[src/lpps_pkg.sv]
`default_nettype none
package lpps_pkg;
  localparam int NUM_PINS = 8;
  localparam int AXI_AW = 8;
  localparam int AXI_DW = 32;

  // register byte addresses
  localparam logic [AXI_AW-1:0] REG_CTRL = 8'h00;
  localparam logic [AXI_AW-1:0] REG_PULL = 8'h04;
  localparam logic [AXI_AW-1:0] REG_PADIN = 8'h08;
  localparam logic [AXI_AW-1:0] REG_MODE = 8'h0c;
  localparam int WORD_LSB = 2;

  // control register fields and resets
  localparam int CTRL_SPL_BIT = 0;
  localparam int CTRL_HOLD_BIT = 1;
  localparam logic CTRL_SPL_RST = 1'b0;
  localparam logic CTRL_HOLD_RST = 1'b0;
  localparam logic [NUM_PINS-1:0] PULL_RST = 8'hff;
  localparam int MODE_W = 4;

  localparam logic [1:0] RESP_OKAY = 2'h0;
  localparam logic [1:0] RESP_SLVERR = 2'h2;

  // one-hot processor state bit positions
  localparam int CPU_POR = 0;
  localparam int CPU_XRST = 1;
  localparam int CPU_RUN = 2;
  localparam int CPU_SLEEP = 3;
  localparam int CPU_STBY = 4;
  localparam int CPU_DSTOP = 5;
  localparam int CPU_DRTC = 6;
  localparam int CPU_RET = 7;
  localparam int CPU_NUM = 8;

  typedef enum logic [3:0] {
    TYPE_A, TYPE_B, TYPE_C, TYPE_D, TYPE_E, TYPE_F,
    TYPE_G, TYPE_H, TYPE_I, TYPE_J, TYPE_K
  } lpps_type_t;

  typedef enum logic [3:0] {
    FN_XTAL, FN_EXT_CLK, FN_GPIO, FN_RST_IN, FN_BOOT_IN, FN_USB, FN_DEBUG_WIRE,
    FN_NMI, FN_WAKE, FN_ANALOG, FN_EXT_INT, FN_OTHER, FN_CEC
  } lpps_func_t;

  // pad-state table column
  typedef enum logic [2:0] {
    COL_POR, COL_XRST, COL_RUN, COL_STBY_HOLD, COL_STBY_FLOAT, COL_DEEP_HOLD, COL_DEEP_FLOAT, COL_RET_HOLD
  } lpps_col_t;

  typedef enum logic [MODE_W-1:0] {
    float_gated, float_live, float_reg_pull, float_clk_gated, xtal_halted, xtal_running,
    serial_port_active, serial_port_off, reg_controlled, reg_drive_no_pull, held_live,
    held_gated, snapshot_gated, input_pull_on, analog_only
  } lpps_mode_t;

  typedef struct packed {
    logic out;
    logic oe;
    logic pull;
  } lpps_drive_t;

  typedef struct packed {
    lpps_type_t ptype;
    lpps_func_t func;
  } lpps_pin_cfg_t;

  typedef struct packed {
    logic out;
    logic oe;
    logic pull;
    logic in_pass;
    logic osc_en;
    logic usb_own;
    logic ana_en;
  } lpps_pad_ctl_t;
endpackage
`default_nettype wire

[src/lpps_pad_state.sv]
// Functional notes
// - float_gated: hi-z, no pull, input forced 0
// - float_live: hi-z, no pull, input passes
// - float_reg_pull: hi-z, pull from register, input passes
// - float_clk_gated: input passes only while oscillator runs
// - oscillator pins: halted hi-z, or running
// - usb pins: controller owns pad, else hi-z
// - reg_controlled: output and pull from registers
// - reg_drive_no_pull: register drives, pull always off
// - held_live: freeze drive, input passes
// - held_gated: freeze drive, input gated
// - snapshot_gated: drive captured gpio copy, input gated
// - standby gpio: held_live or float_gated by select
// - deep standby: held_gated/snapshot_gated or float_gated
// - after deep return, hold while release bit set
// - reset input: pull on, never gated
// - boot select input: no pull, never gated
// - oscillator function: input 0; hi-z, no pull except snapshot_gated for main-oscillator pins in deep hold
// - analog function: digital gated, analog always enabled
// - debug wire pull bit resets to one
// - wake pin stays float_reg_pull everywhere
// - ext interrupt: reg pull, deep snapshot or float
//
// The AXI4-Lite slave port and the register offsets were decided locally.
`default_nettype none
module lpps_pad_state (
  input wire logic aclk,
  input wire logic aresetn,
  input wire logic [lpps_pkg::AXI_AW-1:0] s_axi_awaddr,
  input wire logic [2:0] s_axi_awprot,
  input wire logic s_axi_awvalid,
  output logic s_axi_awready,
  input wire logic [lpps_pkg::AXI_DW-1:0] s_axi_wdata,
  input wire logic [3:0] s_axi_wstrb,
  input wire logic s_axi_wvalid,
  output logic s_axi_wready,
  output logic [1:0] s_axi_bresp,
  output logic s_axi_bvalid,
  input wire logic s_axi_bready,
  input wire logic [lpps_pkg::AXI_AW-1:0] s_axi_araddr,
  input wire logic [2:0] s_axi_arprot,
  input wire logic s_axi_arvalid,
  output logic s_axi_arready,
  output logic [lpps_pkg::AXI_DW-1:0] s_axi_rdata,
  output logic [1:0] s_axi_rresp,
  output logic s_axi_rvalid,
  input wire logic s_axi_rready,
  input wire logic [lpps_pkg::CPU_NUM-1:0] cpu_state,
  input wire logic main_osc_running,
  input wire logic sub_osc_running,
  input wire lpps_pkg::lpps_pin_cfg_t pin_cfg [lpps_pkg::NUM_PINS],
  input wire lpps_pkg::lpps_drive_t gpio_drv [lpps_pkg::NUM_PINS],
  input wire lpps_pkg::lpps_drive_t periph_drv [lpps_pkg::NUM_PINS],
  input wire lpps_pkg::lpps_drive_t usb_drv [lpps_pkg::NUM_PINS],
  input wire logic [lpps_pkg::NUM_PINS-1:0] pad_in,
  output lpps_pkg::lpps_pad_ctl_t pad_ctl [lpps_pkg::NUM_PINS],
  output logic [lpps_pkg::NUM_PINS-1:0] core_in
);
  localparam int N = lpps_pkg::NUM_PINS;

  // table column from processor state and the two control bits
  function automatic lpps_pkg::lpps_col_t col_of(input logic [lpps_pkg::CPU_NUM-1:0] st, input logic standby_float_sel,
                                                 input logic hold);
    lpps_pkg::lpps_col_t c;
    c = lpps_pkg::COL_RUN;
    if (st[lpps_pkg::CPU_POR]) begin
      c = lpps_pkg::COL_POR;
    end else if (st[lpps_pkg::CPU_XRST]) begin
      c = lpps_pkg::COL_XRST;
    end else if (st[lpps_pkg::CPU_STBY]) begin
      c = standby_float_sel ? lpps_pkg::COL_STBY_FLOAT : lpps_pkg::COL_STBY_HOLD;
    end else if (st[lpps_pkg::CPU_DSTOP] || st[lpps_pkg::CPU_DRTC]) begin
      c = standby_float_sel ? lpps_pkg::COL_DEEP_FLOAT : lpps_pkg::COL_DEEP_HOLD;
    end else if (st[lpps_pkg::CPU_RET] && hold) begin
      c = lpps_pkg::COL_RET_HOLD;
    end
    return c;
  endfunction

  // pad state for one pin; unlisted cells fall back to float_gated
  function automatic lpps_pkg::lpps_mode_t mode_of(input lpps_pkg::lpps_pin_cfg_t cfg,
                                                   input lpps_pkg::lpps_col_t c);
    lpps_pkg::lpps_mode_t m;
    logic sub;
    logic early;
    logic deep;
    sub = (cfg.ptype == lpps_pkg::TYPE_C) || (cfg.ptype == lpps_pkg::TYPE_D);
    early = (c == lpps_pkg::COL_POR) || (c == lpps_pkg::COL_XRST);
    deep = (c == lpps_pkg::COL_DEEP_HOLD) || (c == lpps_pkg::COL_RET_HOLD);
    m = lpps_pkg::float_gated;
    case (cfg.func)
      lpps_pkg::FN_XTAL: begin
        if (c == lpps_pkg::COL_POR || (!sub && (c == lpps_pkg::COL_XRST || c == lpps_pkg::COL_RET_HOLD))) begin
          m = lpps_pkg::xtal_halted;
        end else if (!sub && c == lpps_pkg::COL_DEEP_HOLD) begin
          m = lpps_pkg::snapshot_gated;
        end else if (!sub && c == lpps_pkg::COL_DEEP_FLOAT) begin
          m = lpps_pkg::float_gated;
        end else begin
          m = lpps_pkg::xtal_running;
        end
      end
      lpps_pkg::FN_EXT_CLK: begin
        if (c == lpps_pkg::COL_RUN || c == lpps_pkg::COL_STBY_HOLD || c == lpps_pkg::COL_STBY_FLOAT) begin
          m = lpps_pkg::float_clk_gated;
        end
      end
      lpps_pkg::FN_GPIO: begin
        case (c)
          lpps_pkg::COL_POR: m = lpps_pkg::float_gated;
          lpps_pkg::COL_XRST: m = (cfg.ptype == lpps_pkg::TYPE_G || cfg.ptype == lpps_pkg::TYPE_I ||
                                   cfg.ptype == lpps_pkg::TYPE_K) ? lpps_pkg::float_live : lpps_pkg::float_gated;
          lpps_pkg::COL_RUN: m = (cfg.ptype == lpps_pkg::TYPE_G) ? lpps_pkg::reg_drive_no_pull :
                                 lpps_pkg::reg_controlled;
          lpps_pkg::COL_STBY_HOLD: m = lpps_pkg::held_live;
          lpps_pkg::COL_DEEP_HOLD,
          lpps_pkg::COL_RET_HOLD: begin
            if (cfg.ptype == lpps_pkg::TYPE_B) begin
              m = lpps_pkg::snapshot_gated;
            end else if (cfg.ptype == lpps_pkg::TYPE_I) begin
              m = lpps_pkg::float_gated;
            end else begin
              m = lpps_pkg::held_gated;
            end
          end
          default: m = lpps_pkg::float_gated;
        endcase
      end
      lpps_pkg::FN_RST_IN: m = lpps_pkg::input_pull_on;
      lpps_pkg::FN_BOOT_IN: m = lpps_pkg::float_live;
      lpps_pkg::FN_USB: m = (c == lpps_pkg::COL_RUN) ? lpps_pkg::serial_port_active :
                             lpps_pkg::serial_port_off;
      lpps_pkg::FN_DEBUG_WIRE: begin
        if (c == lpps_pkg::COL_POR) begin
          m = lpps_pkg::float_gated;
        end else if (c == lpps_pkg::COL_RUN) begin
          m = lpps_pkg::reg_controlled;
        end else begin
          m = lpps_pkg::float_reg_pull;
        end
      end
      lpps_pkg::FN_NMI: m = (!early && !deep && c != lpps_pkg::COL_DEEP_FLOAT) ? lpps_pkg::float_reg_pull :
                             lpps_pkg::float_gated;
      lpps_pkg::FN_WAKE: m = lpps_pkg::float_reg_pull;
      lpps_pkg::FN_ANALOG: m = lpps_pkg::analog_only;
      lpps_pkg::FN_EXT_INT: begin
        if (deep) begin
          m = lpps_pkg::snapshot_gated;
        end else if (c == lpps_pkg::COL_DEEP_FLOAT || early) begin
          m = lpps_pkg::float_gated;
        end else begin
          m = lpps_pkg::float_reg_pull;
        end
      end
      lpps_pkg::FN_CEC: m = lpps_pkg::reg_drive_no_pull;
      default: begin
        case (c)
          lpps_pkg::COL_RUN: m = lpps_pkg::reg_controlled;
          lpps_pkg::COL_STBY_HOLD: m = lpps_pkg::held_live;
          lpps_pkg::COL_DEEP_HOLD,
          lpps_pkg::COL_RET_HOLD: m = lpps_pkg::snapshot_gated;
          default: m = lpps_pkg::float_gated;
        endcase
      end
    endcase
    return m;
  endfunction

  // software-visible state
  logic standby_float_sel;
  logic hold_rel;
  logic [N-1:0] pull_en;

  wire lpps_pkg::lpps_col_t col = col_of(cpu_state, standby_float_sel, hold_rel);
  wire deep_now = cpu_state[lpps_pkg::CPU_DSTOP] | cpu_state[lpps_pkg::CPU_DRTC];

  lpps_pkg::lpps_mode_t mode_q [N];
  lpps_pkg::lpps_drive_t hold_drv [N];
  lpps_pkg::lpps_drive_t snap_drv [N];
  lpps_pkg::lpps_mode_t next_mode [N];
  lpps_pkg::lpps_pad_ctl_t next_ctl [N];

  // per-pin decode of the pad controls from the selected state
  for (genvar i = 0; i < N; i++) begin : g_pin
    wire lpps_pkg::lpps_drive_t own_drv = (pin_cfg[i].func == lpps_pkg::FN_GPIO) ? gpio_drv[i] : periph_drv[i];
    wire osc_run = ((pin_cfg[i].ptype == lpps_pkg::TYPE_C) || (pin_cfg[i].ptype == lpps_pkg::TYPE_D)) ?
                   sub_osc_running : main_osc_running;
    assign next_mode[i] = mode_of(pin_cfg[i], col);
    always_comb begin
      next_ctl[i] = '0;
      case (next_mode[i])
        lpps_pkg::float_live: next_ctl[i].in_pass = 1'b1;
        lpps_pkg::float_reg_pull: begin
          next_ctl[i].pull = pull_en[i];
          next_ctl[i].in_pass = 1'b1;
        end
        lpps_pkg::float_clk_gated: next_ctl[i].in_pass = osc_run;
        lpps_pkg::xtal_running: next_ctl[i].osc_en = 1'b1;
        lpps_pkg::serial_port_active: begin
          next_ctl[i].out = usb_drv[i].out;
          next_ctl[i].oe = usb_drv[i].oe;
          next_ctl[i].in_pass = 1'b1;
          next_ctl[i].usb_own = 1'b1;
        end
        lpps_pkg::reg_controlled: begin
          next_ctl[i].out = own_drv.out;
          next_ctl[i].oe = own_drv.oe;
          next_ctl[i].pull = own_drv.pull;
          next_ctl[i].in_pass = 1'b1;
        end
        lpps_pkg::reg_drive_no_pull: begin
          next_ctl[i].out = own_drv.out;
          next_ctl[i].oe = own_drv.oe;
          next_ctl[i].in_pass = 1'b1;
        end
        lpps_pkg::held_live,
        lpps_pkg::held_gated: begin
          next_ctl[i].out = hold_drv[i].out;
          next_ctl[i].oe = hold_drv[i].oe;
          next_ctl[i].pull = hold_drv[i].pull;
          next_ctl[i].in_pass = (next_mode[i] == lpps_pkg::held_live);
        end
        lpps_pkg::snapshot_gated: begin
          next_ctl[i].out = snap_drv[i].out;
          next_ctl[i].oe = snap_drv[i].oe;
          next_ctl[i].pull = snap_drv[i].pull;
        end
        lpps_pkg::input_pull_on: begin
          next_ctl[i].pull = 1'b1;
          next_ctl[i].in_pass = 1'b1;
        end
        lpps_pkg::analog_only: next_ctl[i].ana_en = 1'b1;
        default: next_ctl[i] = '0;
      endcase
    end

    // hold and snapshot copies track until their state is entered, then freeze
    always_ff @(posedge aclk) begin
      if (!aresetn) begin
        mode_q[i] <= lpps_pkg::float_gated;
        pad_ctl[i] <= '0;
        core_in[i] <= 1'b0;
        hold_drv[i] <= '0;
        snap_drv[i] <= '0;
      end else begin
        mode_q[i] <= next_mode[i];
        pad_ctl[i] <= next_ctl[i];
        core_in[i] <= pad_in[i] & next_ctl[i].in_pass;
        if (mode_q[i] != lpps_pkg::held_live && mode_q[i] != lpps_pkg::held_gated) begin
          hold_drv[i] <= '{out: pad_ctl[i].out, oe: pad_ctl[i].oe, pull: pad_ctl[i].pull};
        end
        if (mode_q[i] != lpps_pkg::snapshot_gated) begin
          snap_drv[i] <= gpio_drv[i];
        end
      end
    end
  end

  // axi4-lite write path: address and data taken in either order
  logic aw_held;
  logic w_held;
  logic [lpps_pkg::AXI_AW-1:0] aw_addr;
  logic [lpps_pkg::AXI_DW-1:0] w_data;
  logic [3:0] w_strb;
  wire aw_take = s_axi_awvalid & s_axi_awready;
  wire w_take = s_axi_wvalid & s_axi_wready;
  wire [lpps_pkg::AXI_AW-1:0] wr_addr = aw_held ? aw_addr : s_axi_awaddr;
  wire [lpps_pkg::AXI_DW-1:0] wr_data = w_held ? w_data : s_axi_wdata;
  wire [3:0] wr_strb = w_held ? w_strb : s_axi_wstrb;
  wire wr_go = (aw_held | aw_take) & (w_held | w_take) & ~s_axi_bvalid;
  wire wr_ctrl = wr_go && wr_addr[lpps_pkg::AXI_AW-1:lpps_pkg::WORD_LSB] ==
                 lpps_pkg::REG_CTRL[lpps_pkg::AXI_AW-1:lpps_pkg::WORD_LSB] && wr_strb[0];
  wire wr_pull = wr_go && wr_addr[lpps_pkg::AXI_AW-1:lpps_pkg::WORD_LSB] ==
                 lpps_pkg::REG_PULL[lpps_pkg::AXI_AW-1:lpps_pkg::WORD_LSB] && wr_strb[0];
  wire wr_ok = (wr_addr[lpps_pkg::AXI_AW-1:lpps_pkg::WORD_LSB] ==
                lpps_pkg::REG_CTRL[lpps_pkg::AXI_AW-1:lpps_pkg::WORD_LSB]) ||
               (wr_addr[lpps_pkg::AXI_AW-1:lpps_pkg::WORD_LSB] ==
                lpps_pkg::REG_PULL[lpps_pkg::AXI_AW-1:lpps_pkg::WORD_LSB]);
  // deep standby re-arms the hold; this set beats a software clear in the same cycle
  wire next_hold = deep_now ? 1'b1 : (wr_ctrl ? wr_data[lpps_pkg::CTRL_HOLD_BIT] : hold_rel);

  always_ff @(posedge aclk) begin
    if (!aresetn) begin
      s_axi_awready <= 1'b1;
      s_axi_wready <= 1'b1;
      s_axi_bvalid <= 1'b0;
      s_axi_bresp <= lpps_pkg::RESP_OKAY;
      aw_held <= 1'b0;
      w_held <= 1'b0;
      aw_addr <= '0;
      w_data <= '0;
      w_strb <= '0;
    end else begin
      if (aw_take) begin
        aw_addr <= s_axi_awaddr;
      end
      if (w_take) begin
        w_data <= s_axi_wdata;
        w_strb <= s_axi_wstrb;
      end
      aw_held <= wr_go ? 1'b0 : (aw_held | aw_take);
      w_held <= wr_go ? 1'b0 : (w_held | w_take);
      s_axi_awready <= wr_go ? 1'b0 : ~(aw_held | aw_take) & ~s_axi_bvalid;
      s_axi_wready <= wr_go ? 1'b0 : ~(w_held | w_take) & ~s_axi_bvalid;
      if (wr_go) begin
        s_axi_bvalid <= 1'b1;
        s_axi_bresp <= wr_ok ? lpps_pkg::RESP_OKAY : lpps_pkg::RESP_SLVERR;
      end else if (s_axi_bvalid && s_axi_bready) begin
        s_axi_bvalid <= 1'b0;
        s_axi_awready <= 1'b1;
        s_axi_wready <= 1'b1;
      end
    end
  end

  // register storage
  always_ff @(posedge aclk) begin
    if (!aresetn) begin
      standby_float_sel <= lpps_pkg::CTRL_SPL_RST;
      hold_rel <= lpps_pkg::CTRL_HOLD_RST;
      pull_en <= lpps_pkg::PULL_RST;
    end else begin
      hold_rel <= next_hold;
      if (wr_ctrl) begin
        standby_float_sel <= wr_data[lpps_pkg::CTRL_SPL_BIT];
      end
      if (wr_pull) begin
        pull_en <= wr_data[N-1:0];
      end
    end
  end

  // read path: one read outstanding at a time, zero above narrow fields
  logic [lpps_pkg::AXI_DW-1:0] mode_word;
  always_comb begin
    mode_word = '0;
    for (int k = 0; k < N; k++) begin
      mode_word[k*lpps_pkg::MODE_W +: lpps_pkg::MODE_W] = mode_q[k];
    end
  end
  wire [lpps_pkg::AXI_AW-lpps_pkg::WORD_LSB-1:0] rd_idx = s_axi_araddr[lpps_pkg::AXI_AW-1:lpps_pkg::WORD_LSB];
  wire rd_ctrl = rd_idx == lpps_pkg::REG_CTRL[lpps_pkg::AXI_AW-1:lpps_pkg::WORD_LSB];
  wire rd_pull = rd_idx == lpps_pkg::REG_PULL[lpps_pkg::AXI_AW-1:lpps_pkg::WORD_LSB];
  wire rd_padin = rd_idx == lpps_pkg::REG_PADIN[lpps_pkg::AXI_AW-1:lpps_pkg::WORD_LSB];
  wire rd_mode = rd_idx == lpps_pkg::REG_MODE[lpps_pkg::AXI_AW-1:lpps_pkg::WORD_LSB];
  logic [lpps_pkg::AXI_DW-1:0] rd_word;
  always_comb begin
    rd_word = '0;
    if (rd_ctrl) begin
      rd_word[lpps_pkg::CTRL_SPL_BIT] = standby_float_sel;
      rd_word[lpps_pkg::CTRL_HOLD_BIT] = hold_rel;
    end else if (rd_pull) begin
      rd_word[N-1:0] = pull_en;
    end else if (rd_padin) begin
      rd_word[N-1:0] = core_in;
    end else if (rd_mode) begin
      rd_word = mode_word;
    end
  end
  wire rd_hit = rd_ctrl | rd_pull | rd_padin | rd_mode;

  always_ff @(posedge aclk) begin
    if (!aresetn) begin
      s_axi_arready <= 1'b1;
      s_axi_rvalid <= 1'b0;
      s_axi_rdata <= '0;
      s_axi_rresp <= lpps_pkg::RESP_OKAY;
    end else if (s_axi_arvalid && s_axi_arready) begin
      s_axi_arready <= 1'b0;
      s_axi_rvalid <= 1'b1;
      s_axi_rdata <= rd_word;
      s_axi_rresp <= rd_hit ? lpps_pkg::RESP_OKAY : lpps_pkg::RESP_SLVERR;
    end else if (s_axi_rvalid && s_axi_rready) begin
      s_axi_rvalid <= 1'b0;
      s_axi_arready <= 1'b1;
    end
  end
endmodule
`default_nettype wire

[config.mk]
export PLATFORM = sky130hd
export DESIGN_NAME = lpps_pad_state
export DESIGN_NICKNAME = d
export VERILOG_FILES = /design/src/lpps_pkg.sv /design/src/lpps_pad_state.sv
export SDC_FILE = /design/constraint.sdc
export NUM_CORES = 1
export LEC_CHECK = 0
export BUFFER_PORTS_ARGS = -buffer_cell sky130_fd_sc_hd__buf_2
export CAP_MARGIN = 25
export CORE_MARGIN = 2
export CORE_UTILIZATION = 40
export CTS_BUF_LIST = sky130_fd_sc_hd__clkbuf_16
export CTS_CLUSTER_SIZE = 14
export DETAILED_ROUTE_END_ITERATION = 8
export PLACE_DENSITY = 0.73
export SETUP_SLACK_MARGIN = 0.2
export SYNTH_ARGS = -nofsm -noshare
export SYNTH_HDL_FRONTEND = slang
export SYNTH_SLANG_ARGS = --single-unit
[constraint.sdc]
create_clock -name aclk -period 4.47 [get_ports aclk]
set_clock_uncertainty 0.15 [all_clocks]
set_input_delay 0.447 -clock aclk [delete_from_list [all_inputs] [get_ports aclk]]
set_output_delay 0.447 -clock aclk [all_outputs]
set_load 0.03 [all_outputs]
==> flow_summary.yaml <==
global_route:
  antenna_found_initial: 16
  grt_pass1_vias: 12252
  grt_pass1_wl_mm: 67.3
  grt_max_degree: 59
  globalRouteOverflowTotal: 0
  track_usage_pct: 25.7
detailed_routing:
  routed_wl_mm: 44.1
  drc_errors: 0
  routedWlPerCell_microns: 20.2
  avgViaCountPerCell: 5.99
  ant_nets: 0
  num_vias: 13078
  drt_iter0_drc: 1112
  drtPass1Iterations: 6
job:
  maxCapViolCount: 0
worst_setup_path:
  reg2reg_from: "hold_rel"
  arrival_ps: 3860
  critPathMaxFanout: 10
  rrSetupSlack_ps: 890
  startpoint_type: "flip-flop"
  required_ps: 4750
  rr_endpoint: "pad_ctl[47]"
  worstSetupEndpointType: "flip-flop"
  reg2reg_depth: 7
  setup.worst_path.start: "hold_rel"
  endpoint: "pad_ctl[47]"
  path_class: "reg -> reg"
timing:
  drv_slew: 0
  setup_tns_ps: 0
  worst_pin_slew_ps: 969
  finalHoldViolations: 0
  setup_viol: 0
  hold_slack_ps: 18.8
  rsz0062_at_grt: "false"
  fmax_mhz: 280
  slew_headroom_pct: 34.5
  fin_crit_ps: 3580
  post-route-period-util_pct: 80.0
hold_path:
  whs_path_depth: 2
  hp-class: "in -> reg"
status:
  status: "finished, final reports clean"
yosys:
  synth_top_area_cell: "dfxtp_1"
  ys_types: 101
  synth_top_area_share_pct: 26.0
  synth-edff-count: 48
  synth_top_family_by_area: "simple AND/OR/NAND/NOR gates"
  avgSynthCellArea_sq_um: 8.17
  synth.area.top_cells: "dfxtp_1 (26%), edfxtp_1 (12%), nand2_1 (5.3%)"
  synthAdderAreaFrac_pct: 0.160
  syn_inst: 1529
  synth-seq-cells: 210
  synthFlopType: "dfxtp_1"
  synth-simple-area-share_pct: 28.8
  synth_xor_area_share_pct: 0.911
  ys_seq_area_share_pct: 37.5
  muxShareOfSynthArea_pct: 3.97
  syn_area_sq_um: 12500
  synth_compound_area_share_pct: 24.0
  synth-warning-count: 0
  async_reset_ff_share_pct: 0
clock_tree:
  root_buffer: "clkbuf_16"
  clk_latency_ps: 520
  clockBufferDepth: 3
  cts_tree: "done"
  cts_buffers: 25
  post_cts_resized: 0
  postCtsSetupRepairBufs: 0
  htree_levels: 1
  clock-sinks: 210
  clk_pin_slew_ps: 60
floorplanning:
  io_pins: 324
  fp.dieW_microns: 181
  core_area_sq_um: 30700
  initial_utilization_pct: 40.7
  fp-row-count: 64
  dieArea_sq_um: 32700
  die_h_microns: 181
power_and_ir_drop:
  power_density_nw_per_um2: 342
  vdd_drop_max_uv: 258
  p_leak_nw: 6.34
cells_and_area:
  post-route-util_pct: 48.8
  layout_common_cells: "buf_2 (274), nand2_1 (178), dfxtp_1 (162)"
  fin_nets: 1975
  fillers: 3015
  drive_above_1_share_pct: 22.4
  area_delta_synth_final_pct: 19.9
  final_common_cell: "buf_2"
placement:
  hpwlAfterDp_mm: 33.1
  numPortBuffers: 274
  gp_congestion: 0.928
## state kept, by name, summed over array words and instances (netlist names), 6 cells and up
| signal | count |
|---|---|
| core_in | 8 |
| pull_en | 8 |
| mode_q | 32 |
| aw_addr | 6 |
| hold_drv | 24 |
| snap_drv | 24 |
| w_data | 8 |
| pad_ctl | 56 |
| s_axi_rdata | 32 |
## metrics by stage
step	power, mW	setup WS (ps)	instances	instance area [sq um]
global route	5.34	716	2179	15000
CTS	5.13	1010	2170	14900
floorplan	2.81	1540	1530	12500
global placement	3.13	641	2123	14100
finish	5.12	894	2183	15000
detailed placement	3.15	578	2124	14100
## Yosys cell counts, drive strengths merged (31+ instances only)
library cell  instances
o21ai                77
a21oi               100
nor3                 50
and3                 40
inv                  31
nand2               178
and2                 47
nor2                144
edfxtp               48
a22oi                37
nand3                58
dfxtp               162
clkbuf               73
## layer usage
layer	wire [microns]	global-route usage (%)
met1	18100	33.6
met2	20300	42.1
met3	4020	4.94
met4	1630	9.68
met5	26	0
## power breakdown
group	internal [mW]	switching, mW	leakage (nW)
combinational	0.365	0.653	4.03
clock	1.20	0.788	0.414
sequential	2.04	0.0758	1.89
total	3.60	1.52	6.34
## worst min path at each step
stage	slack, ps	to	start
finish	20	core_in[4]	pad_in[4]
global route	20	core_in[5]	pad_in[5]
CTS	6	core_in[2]	pad_in[2]
detailed placement	300	w_data[4]	w_data[4]
global placement	290	w_data[1]	w_data[1]
floorplan	280	w_data[0]	w_data[0]
## repair_timing
item                                    4_1_cts  5_1_grt
endpoints found under the setup margin        0        0
hold buffers                                  1        0
endpoints found under the hold margin         1        0
## worst max-delay path, stage by stage (launching register included)
cell and delay, ps:
dfxtp_1 450, a2111o_1 560, nor2_1 760, o21ai_0 220, a311oi_2 700, and2_1 320
nand4b_1 130, a31oi_1 190
## kinds of logic after synthesis
group                      after synthesis
muxes                                   47
and+or+nand+nor                        692
xor gates and xnor gates                13
adders and majority gates                2
DFF                                    210
AOI/OAI and AO/OA                      430
buffers and inverters                  134
other                                    1
## area by class of cell
type | count | area, sq um | area share (%)
Multi-Input combinational cell | 1186 | 7240 | 48.3
Sequential cell | 210 | 4680 | 31.3
Timing Repair Buffer | 301 | 1600 | 10.7
Clock buffer | 27 | 676 | 4.51
Tap cell | 396 | 495 | 3.31
Clock inverter | 18 | 134 | 0.894
Inverter | 32 | 120 | 0.802
Antenna cell | 13 | 32.5 | 0.217
Note: power is estimated with default switching activity, not from simulation.
